===== src/design/latch_family_pkg.sv =====
// shared types and constants for the transparent latch family
package latch_family_pkg;

  // ==========================================================
  // widths and values after reset and preset
  // ==========================================================
  localparam int unsigned NARROW_WIDTH = 4;
  localparam int unsigned MID_WIDTH = 8;
  localparam int unsigned WIDE_WIDTH = 16;
  localparam logic LATCH_RESET_VALUE = 1'h0;
  localparam logic LATCH_PRESET_VALUE = 1'h1;

  // ==========================================================
  // control bundle of one latch
  // ==========================================================
  typedef struct packed {
    logic gate;
    logic enable;
    logic force_low;
    logic preset;
  } latch_ctrl_t;

endpackage


===== src/design/latch_family.sv =====
// transparent latch family: single and multi-bit level latches
`timescale 1ns/1ns
`default_nettype none

// ==========================================================
// one latch cell of any width and gate sense
// ==========================================================
// level behaviour on a single clock: the stored copy follows data while
// open, so the output is a mux of live data and the copy. trade-off: the
// closing edge is resolved to one mclk cycle, not to a set-up time.
module latch_cell #(
  parameter int unsigned WIDTH = 1,
  parameter bit INV_GATE = 1'b0
) (
  // clock and reset
  input wire logic mclk_i,
  input wire logic srst_i,
  // control
  input wire logic chip_wide_clear_i,
  input wire latch_family_pkg::latch_ctrl_t ctrl_i,
  // data
  input wire logic [WIDTH-1:0] d_i,
  output logic [WIDTH-1:0] q_o
);
  import latch_family_pkg::*;

  logic [WIDTH-1:0] hold_q;
  logic clr;
  logic open_gate;

  // reset, common clear and local clear share one path
  assign clr = srst_i | chip_wide_clear_i | ctrl_i.force_low;
  // gate sense, then enable, then both overrides
  assign open_gate = (ctrl_i.gate ^ INV_GATE) & ctrl_i.enable
                     & ~clr & ~ctrl_i.preset;

  // ==========================================================
  // stored copy
  // ==========================================================
  always_ff @(posedge mclk_i) begin
    if (clr) begin
      hold_q <= {WIDTH{LATCH_RESET_VALUE}};
    end else if (ctrl_i.preset) begin
      hold_q <= {WIDTH{LATCH_PRESET_VALUE}};
    end else if (open_gate) begin
      hold_q <= d_i;
    end
  end

  // overrides act at once, without waiting for a clock edge
  always_comb begin
    if (clr) begin
      q_o = {WIDTH{LATCH_RESET_VALUE}};
    end else if (ctrl_i.preset) begin
      q_o = {WIDTH{LATCH_PRESET_VALUE}};
    end else if (open_gate) begin
      q_o = d_i;
    end else begin
      q_o = hold_q;
    end
  end

  // ==========================================================
  // checks
  // ==========================================================
  clear_forces_low_a: assert property (@(posedge mclk_i)
    srst_i || chip_wide_clear_i || ctrl_i.force_low
    |-> q_o == {WIDTH{LATCH_RESET_VALUE}})
    else $error("clear did not force output low");

  preset_forces_high_a: assert property (@(posedge mclk_i)
    !clr && ctrl_i.preset |-> q_o == {WIDTH{LATCH_PRESET_VALUE}})
    else $error("preset did not force output high");

  open_follows_a: assert property (@(posedge mclk_i)
    (ctrl_i.gate ^ INV_GATE) && ctrl_i.enable && !srst_i
    && !chip_wide_clear_i && !ctrl_i.force_low && !ctrl_i.preset
    |-> q_o == d_i)
    else $error("open latch does not follow data");

  close_captures_a: assert property (@(posedge mclk_i)
    disable iff (srst_i)
    $past(open_gate) && !open_gate && !clr && !ctrl_i.preset
    |-> q_o == $past(d_i))
    else $error("closing gate lost the data");

  closed_holds_a: assert property (@(posedge mclk_i)
    disable iff (srst_i)
    !open_gate && !clr && !ctrl_i.preset ##1
    !open_gate && !clr && !ctrl_i.preset
    |-> $stable(q_o))
    else $error("closed latch changed output");

endmodule // latch_cell

// ==========================================================
// top: every variant of the family side by side
// ==========================================================
module latch_family (
  // clock, reset and common clear
  input wire logic mclk_i,
  input wire logic srst_i,
  input wire logic chip_wide_clear_i,
  // basic latches
  input wire logic basic_gate_i,
  input wire logic basic_d_i,
  output logic basic_q_o,
  input wire logic basic_x4_gate_i,
  input wire logic [latch_family_pkg::NARROW_WIDTH-1:0] basic_x4_d_i,
  output logic [latch_family_pkg::NARROW_WIDTH-1:0] basic_x4_q_o,
  input wire logic basic_x8_gate_i,
  input wire logic [latch_family_pkg::MID_WIDTH-1:0] basic_x8_d_i,
  output logic [latch_family_pkg::MID_WIDTH-1:0] basic_x8_q_o,
  input wire logic basic_x16_gate_i,
  input wire logic [latch_family_pkg::WIDE_WIDTH-1:0] basic_x16_d_i,
  output logic [latch_family_pkg::WIDE_WIDTH-1:0] basic_x16_q_o,
  // inverted-gate latch
  input wire logic inv_gate_i,
  input wire logic inv_d_i,
  output logic inv_q_o,
  // clearable latches
  input wire latch_family_pkg::latch_ctrl_t clr_ctrl_i,
  input wire logic clr_d_i,
  output logic clr_q_o,
  input wire latch_family_pkg::latch_ctrl_t clr_inv_ctrl_i,
  input wire logic clr_inv_d_i,
  output logic clr_inv_q_o,
  // enabled clearable latches
  input wire latch_family_pkg::latch_ctrl_t en_x4_ctrl_i,
  input wire logic [latch_family_pkg::NARROW_WIDTH-1:0] en_x4_d_i,
  output logic [latch_family_pkg::NARROW_WIDTH-1:0] en_x4_q_o,
  input wire latch_family_pkg::latch_ctrl_t en_x8_ctrl_i,
  input wire logic [latch_family_pkg::MID_WIDTH-1:0] en_x8_d_i,
  output logic [latch_family_pkg::MID_WIDTH-1:0] en_x8_q_o,
  input wire latch_family_pkg::latch_ctrl_t en_x16_ctrl_i,
  input wire logic [latch_family_pkg::WIDE_WIDTH-1:0] en_x16_d_i,
  output logic [latch_family_pkg::WIDE_WIDTH-1:0] en_x16_q_o,
  // clear and preset latches
  input wire latch_family_pkg::latch_ctrl_t cp_ctrl_i,
  input wire logic cp_d_i,
  output logic cp_q_o,
  input wire latch_family_pkg::latch_ctrl_t cpe_ctrl_i,
  input wire logic cpe_d_i,
  output logic cpe_q_o
);
  import latch_family_pkg::*;

  // unused fields of each variant are pinned so that they cannot act
  latch_ctrl_t c_basic, c_x4, c_x8, c_x16, c_inv;
  latch_ctrl_t c_clr, c_clr_inv, c_en4, c_en8, c_en16, c_cp, c_cpe;

  assign c_basic = '{gate: basic_gate_i, enable: 1'h1,
                     force_low: 1'h0, preset: 1'h0};
  assign c_x4 = '{gate: basic_x4_gate_i, enable: 1'h1,
                  force_low: 1'h0, preset: 1'h0};
  assign c_x8 = '{gate: basic_x8_gate_i, enable: 1'h1,
                  force_low: 1'h0, preset: 1'h0};
  assign c_x16 = '{gate: basic_x16_gate_i, enable: 1'h1,
                   force_low: 1'h0, preset: 1'h0};
  assign c_inv = '{gate: inv_gate_i, enable: 1'h1,
                   force_low: 1'h0, preset: 1'h0};
  assign c_clr = '{gate: clr_ctrl_i.gate, enable: 1'h1,
                   force_low: clr_ctrl_i.force_low, preset: 1'h0};
  assign c_clr_inv = '{gate: clr_inv_ctrl_i.gate, enable: 1'h1,
                       force_low: clr_inv_ctrl_i.force_low,
                       preset: 1'h0};
  assign c_en4 = '{gate: en_x4_ctrl_i.gate, enable: en_x4_ctrl_i.enable,
                   force_low: en_x4_ctrl_i.force_low, preset: 1'h0};
  assign c_en8 = '{gate: en_x8_ctrl_i.gate, enable: en_x8_ctrl_i.enable,
                   force_low: en_x8_ctrl_i.force_low, preset: 1'h0};
  assign c_en16 = '{gate: en_x16_ctrl_i.gate,
                    enable: en_x16_ctrl_i.enable,
                    force_low: en_x16_ctrl_i.force_low,
                    preset: 1'h0};
  assign c_cp = '{gate: cp_ctrl_i.gate, enable: 1'h1,
                  force_low: cp_ctrl_i.force_low,
                  preset: cp_ctrl_i.preset};
  assign c_cpe = cpe_ctrl_i;

  // ==========================================================
  // instances
  // ==========================================================
  latch_cell #(.WIDTH(1), .INV_GATE(1'b0)) u_basic (.mclk_i(mclk_i),
    .srst_i(srst_i), .chip_wide_clear_i(chip_wide_clear_i),
    .ctrl_i(c_basic), .d_i(basic_d_i), .q_o(basic_q_o));
  latch_cell #(.WIDTH(NARROW_WIDTH), .INV_GATE(1'b0)) u_x4 (.mclk_i(mclk_i),
    .srst_i(srst_i), .chip_wide_clear_i(chip_wide_clear_i),
    .ctrl_i(c_x4), .d_i(basic_x4_d_i), .q_o(basic_x4_q_o));
  latch_cell #(.WIDTH(MID_WIDTH), .INV_GATE(1'b0)) u_x8 (.mclk_i(mclk_i),
    .srst_i(srst_i), .chip_wide_clear_i(chip_wide_clear_i),
    .ctrl_i(c_x8), .d_i(basic_x8_d_i), .q_o(basic_x8_q_o));
  latch_cell #(.WIDTH(WIDE_WIDTH), .INV_GATE(1'b0)) u_x16 (.mclk_i(mclk_i),
    .srst_i(srst_i), .chip_wide_clear_i(chip_wide_clear_i),
    .ctrl_i(c_x16), .d_i(basic_x16_d_i), .q_o(basic_x16_q_o));
  latch_cell #(.WIDTH(1), .INV_GATE(1'b1)) u_inv (.mclk_i(mclk_i),
    .srst_i(srst_i), .chip_wide_clear_i(chip_wide_clear_i),
    .ctrl_i(c_inv), .d_i(inv_d_i), .q_o(inv_q_o));
  latch_cell #(.WIDTH(1), .INV_GATE(1'b0)) u_clr (.mclk_i(mclk_i),
    .srst_i(srst_i), .chip_wide_clear_i(chip_wide_clear_i),
    .ctrl_i(c_clr), .d_i(clr_d_i), .q_o(clr_q_o));
  latch_cell #(.WIDTH(1), .INV_GATE(1'b1)) u_clr_inv (.mclk_i(mclk_i),
    .srst_i(srst_i), .chip_wide_clear_i(chip_wide_clear_i),
    .ctrl_i(c_clr_inv), .d_i(clr_inv_d_i), .q_o(clr_inv_q_o));
  latch_cell #(.WIDTH(NARROW_WIDTH), .INV_GATE(1'b0)) u_en4 (.mclk_i(mclk_i),
    .srst_i(srst_i), .chip_wide_clear_i(chip_wide_clear_i),
    .ctrl_i(c_en4), .d_i(en_x4_d_i), .q_o(en_x4_q_o));
  latch_cell #(.WIDTH(MID_WIDTH), .INV_GATE(1'b0)) u_en8 (.mclk_i(mclk_i),
    .srst_i(srst_i), .chip_wide_clear_i(chip_wide_clear_i),
    .ctrl_i(c_en8), .d_i(en_x8_d_i), .q_o(en_x8_q_o));
  latch_cell #(.WIDTH(WIDE_WIDTH), .INV_GATE(1'b0)) u_en16 (.mclk_i(mclk_i),
    .srst_i(srst_i), .chip_wide_clear_i(chip_wide_clear_i),
    .ctrl_i(c_en16), .d_i(en_x16_d_i), .q_o(en_x16_q_o));
  latch_cell #(.WIDTH(1), .INV_GATE(1'b0)) u_cp (.mclk_i(mclk_i),
    .srst_i(srst_i), .chip_wide_clear_i(chip_wide_clear_i),
    .ctrl_i(c_cp), .d_i(cp_d_i), .q_o(cp_q_o));
  latch_cell #(.WIDTH(1), .INV_GATE(1'b0)) u_cpe (.mclk_i(mclk_i),
    .srst_i(srst_i), .chip_wide_clear_i(chip_wide_clear_i),
    .ctrl_i(c_cpe), .d_i(cpe_d_i), .q_o(cpe_q_o));

  // ==========================================================
  // checks
  // ==========================================================
  reset_all_low_a: assert property (@(posedge mclk_i)
    srst_i || chip_wide_clear_i |-> basic_q_o == 1'h0 && inv_q_o == 1'h0
    && basic_x16_q_o == '0 && en_x16_q_o == '0 && cpe_q_o == 1'h0)
    else $error("reset or common clear left an output high");

  inv_low_follows_a: assert property (@(posedge mclk_i)
    !srst_i && !chip_wide_clear_i && !inv_gate_i |-> inv_q_o == inv_d_i)
    else $error("inverted latch not transparent with gate low");

  clr_inv_open_a: assert property (@(posedge mclk_i)
    !srst_i && !chip_wide_clear_i && !clr_inv_ctrl_i.gate
    && !clr_inv_ctrl_i.force_low |-> clr_inv_q_o == clr_inv_d_i)
    else $error("clearable inverted latch not transparent");

  enable_low_holds_a: assert property (@(posedge mclk_i)
    disable iff (srst_i || chip_wide_clear_i)
    !en_x8_ctrl_i.enable && !en_x8_ctrl_i.force_low
    ##1 !en_x8_ctrl_i.enable && !en_x8_ctrl_i.force_low
    |-> $stable(en_x8_q_o))
    else $error("enabled latch changed with enable low");

  shared_gate_a: assert property (@(posedge mclk_i)
    !srst_i && !chip_wide_clear_i && basic_x16_gate_i
    |-> basic_x16_q_o == basic_x16_d_i)
    else $error("wide latch bits do not follow shared gate");

  clear_beats_preset_a: assert property (@(posedge mclk_i)
    cpe_ctrl_i.force_low && cpe_ctrl_i.preset |-> cpe_q_o == 1'h0)
    else $error("preset beat clear");

endmodule // latch_family

`default_nettype wire


===== config.mk =====
export PLATFORM = sky130hd
export DESIGN_NAME = latch_family
export DESIGN_NICKNAME = d
export VERILOG_FILES = /design/src/design/latch_family_pkg.sv /design/src/design/latch_family.sv
export SDC_FILE = /design/constraint.sdc
export NUM_CORES = 1
export LEC_CHECK = 0
export ABC_AREA = 1
export BUFFER_PORTS_ARGS = -buffer_cell sky130_fd_sc_hd__buf_2
export CAP_MARGIN = 40
export CORE_UTILIZATION = 37
export DETAILED_ROUTE_END_ITERATION = 8
export HOLD_SLACK_MARGIN = 0.15
export PLACE_DENSITY = 0.81
export SETUP_SLACK_MARGIN = 0.05
export SLEW_MARGIN = 10
export SYNTH_ARGS = -nofsm -noshare
export SYNTH_HDL_FRONTEND = slang
export SYNTH_SLANG_ARGS = --single-unit

===== constraint.sdc =====
create_clock -name mclk_i -period 0.8 [get_ports mclk_i]
set_clock_uncertainty 0.1 [all_clocks]
set_input_delay 0.04 -clock mclk_i [delete_from_list [all_inputs] [get_ports mclk_i]]
set_output_delay 0.04 -clock mclk_i [all_outputs]
set_load 0.005 [all_outputs]

==> results.tsv <==
metric	value	unit
cells after synthesis	337	
Post-Place Cell Area	0.003403	mm2
syn nets	435	
R2R Path Start	u_en16.hold_q[2]$_DFF_P_	
global-route wire length before repair	10500	um
Required @ worst endpoint	660	ps
Antenna Nets Post-Route	0	
register bit count reported by yosys	62	
Worst Setup Path Type	flop to output pin	
RePlAce Congestion	0.7285	
DRT Pass-1 Iters	6	
final worst setup slack	-399.5	ps
area leader, netlist	dfxtp_1	
maximum capacitance violations	0	
Final Power	7.575	mW
distinct cell type count after synthesis	18	
most frequent cells in the layout	149 x buf_2, 63 x inv_1, 45 x nand2_1	
Final Instance Area	0.004657	mm2
Die Footprint	0.006826	mm2
Hold Path Class	input pin to flop	
Final Slew Violations	0	
P_leak	2.381	nW
CP Launch Type	flop	
hold path cells	3	
fin crit share	149.9	%
total gr overflow	0	
Area contributors post-synth	dfxtp_1 52%, nand2_1 10%, inv_1 10%	
post-layout min period	1200	ps
failing checks	hold timing, setup timing	
IO Count	160	
TritonCTS buffer count	9	
setup TNS	-20520	ps
Layout fillers	423	
met2 Use GR	40.25	%
DP HPWL	4628	um
placed instance count	567	
Cell Area, Synth	0.002405	mm2
Fmax	833.7	MHz
clock buffer depth	2	
vias in the first global route	2532	
Wirelength per Cell	14.52	um
fin nets	643	
RSZ-0062 raised after global routing	yes	
CP Data Arrival Time	1060	ps
Min Hold Slack	-155.8	ps
PD cells	1627	mW/mm2
number of port buffers	151	
final hold vios	43	
FP Rows	29	
Worst-Margin Slew	422.0	ps
drt total wl	9107	um
largest net degree at the start of global routing	26	
Seq/Total Area, Yosys	51.61	%
vias	3016	
Final Util	73.76	%
initial DRC count	104	
DR DRC count	0	
Clock transition at path regs	70	ps
Clk Tree Root Cell	clkbuf_8	
fraction of layout cells with a size suffix above 1	72.18	%
antenna diode count	0	
Layout area overhead	93.65	%
commonest non-fill, non-tap cell in the layout	buf_2	
overall die width	82.62	um
Crit Path Max Fanout	2	
GRT Max-Usage Layer	met2	
DIE HEIGHT	82.62	um
Worst R2R Path Depth	4	
Slew headroom	71.86	%
initial antenna violation count	0	
Finish-stage setup viols	86	
Total GRT Usage	20.84	%
final non-filler cell total	627	
routed vias/inst	4.810	
crit end category	output pin	
Post-Place Setup Slack	-385.4	ps
Placeable Area	0.006314	mm2
CTS tree	yes	
Starting Density	38.09	%
status	finished with violations	
hold path startpoint	clr_inv_ctrl_i[1]	
Clk Latency, worst-skew pair	330	ps
met1 global-route usage	20.42	%
CTS Sinks	62	
CP startpoint	u_x8.hold_q[4]$_DFF_P_	
VDD IR max	1.055	mV
met3 global-route usage	6.703	%
Mean Syn Cell Area	7.136	um2
synth warn	0	
CTS H-tree lvls	3	
share of the synthesized area in the top cell type	51.61	%
-- cells in the mapped netlist --
cell type	instances
nor2_1	54
inv_1	66
dfxtp_1	62
or2_2	2
nand2_1	67
buf_6	1
nand2_4	1
nand3_1	2
o21ai_0	29
clkbuf_1	1
clkbuf_2	1
a21oi_1	35
buf_2	8
nor2_4	1
o21ai_1	3
nor2_2	1
inv_2	2
buf_4	1
-- worst paths after layout --
| check | end | slack (ps) |
|---|---|---|
| hold / removal | u_clr_inv.hold_q$_DFF_P_ | -160 |
| setup reg to reg | u_en16.hold_q[2]$_DFF_P_ | -130 |
| hold reg to reg | u_en8.hold_q[4]$_DFF_P_ | 360 |
| setup / recovery | basic_x8_q_o[4] | -400 |
-- registers in the layout, summed over array words and instances (netlist names) --
signal            cells
u_basic.hold_q        1
u_clr.hold_q          1
u_clr_inv.hold_q      1
u_cp.hold_q           1
u_cpe.hold_q          1
u_en16.hold_q        16
u_en4.hold_q          4
u_en8.hold_q          8
u_inv.hold_q          1
u_x16.hold_q         16
u_x4.hold_q           4
u_x8.hold_q           8
-- critical path, cell delays in order, from the launching register on --
cell and delay, ps:
dfxtp_2 330, o21ai_2 50, a21oi_2 200, buf_2 150
-- area by class of cell --
class | instances | area (um2) | area share [%]
flip-flops and latches | 62 | 1296 | 27.83
multi-input cells | 195 | 1413 | 30.33
clock inverters | 4 | 70.07 | 1.505
repair buffers | 209 | 1361 | 29.23
clock buffers | 12 | 145.1 | 3.117
well taps | 77 | 96.34 | 2.069
inverters | 68 | 275.3 | 5.911
-- what timing repair did --
action                                 CTS  global route
endpoints found under the hold margin   58            61
setup buffers                           40            23
pin swaps                               46            31
setup endpoints to repair               71           112
gates resized for setup                 88           152
cloned                                   1             1
-- kinds of logic after synthesis --
| family | count (synthesis) | synth area share (%) |
|---|---|---|
| compound gates | 67 | 13.94 |
| buf+inv | 80 | 13.42 |
| flops | 62 | 51.61 |
| simple gates | 128 | 21.02 |
-- metal layers --
| metal | wire length (um) | vias to the layer above |
|---|---|---|
| li1 | - | 1435 |
| met1 | 3354 | 1380 |
| met2 | 4813 | 162 |
| met3 | 658 | 39 |
| met4 | 281 | 0 |
| met5 | 0 | - |
-- power by group --
group / switching (mW) / leakage, nW / total, mW / internal, mW
clock network: 1.20 / 0.110 / 3.04 / 1.83
registers: 0.0445 / 0.524 / 3.24 / 3.19
logic: 0.684 / 1.75 / 1.30 / 0.615
(Power assumes the default switching activity.)
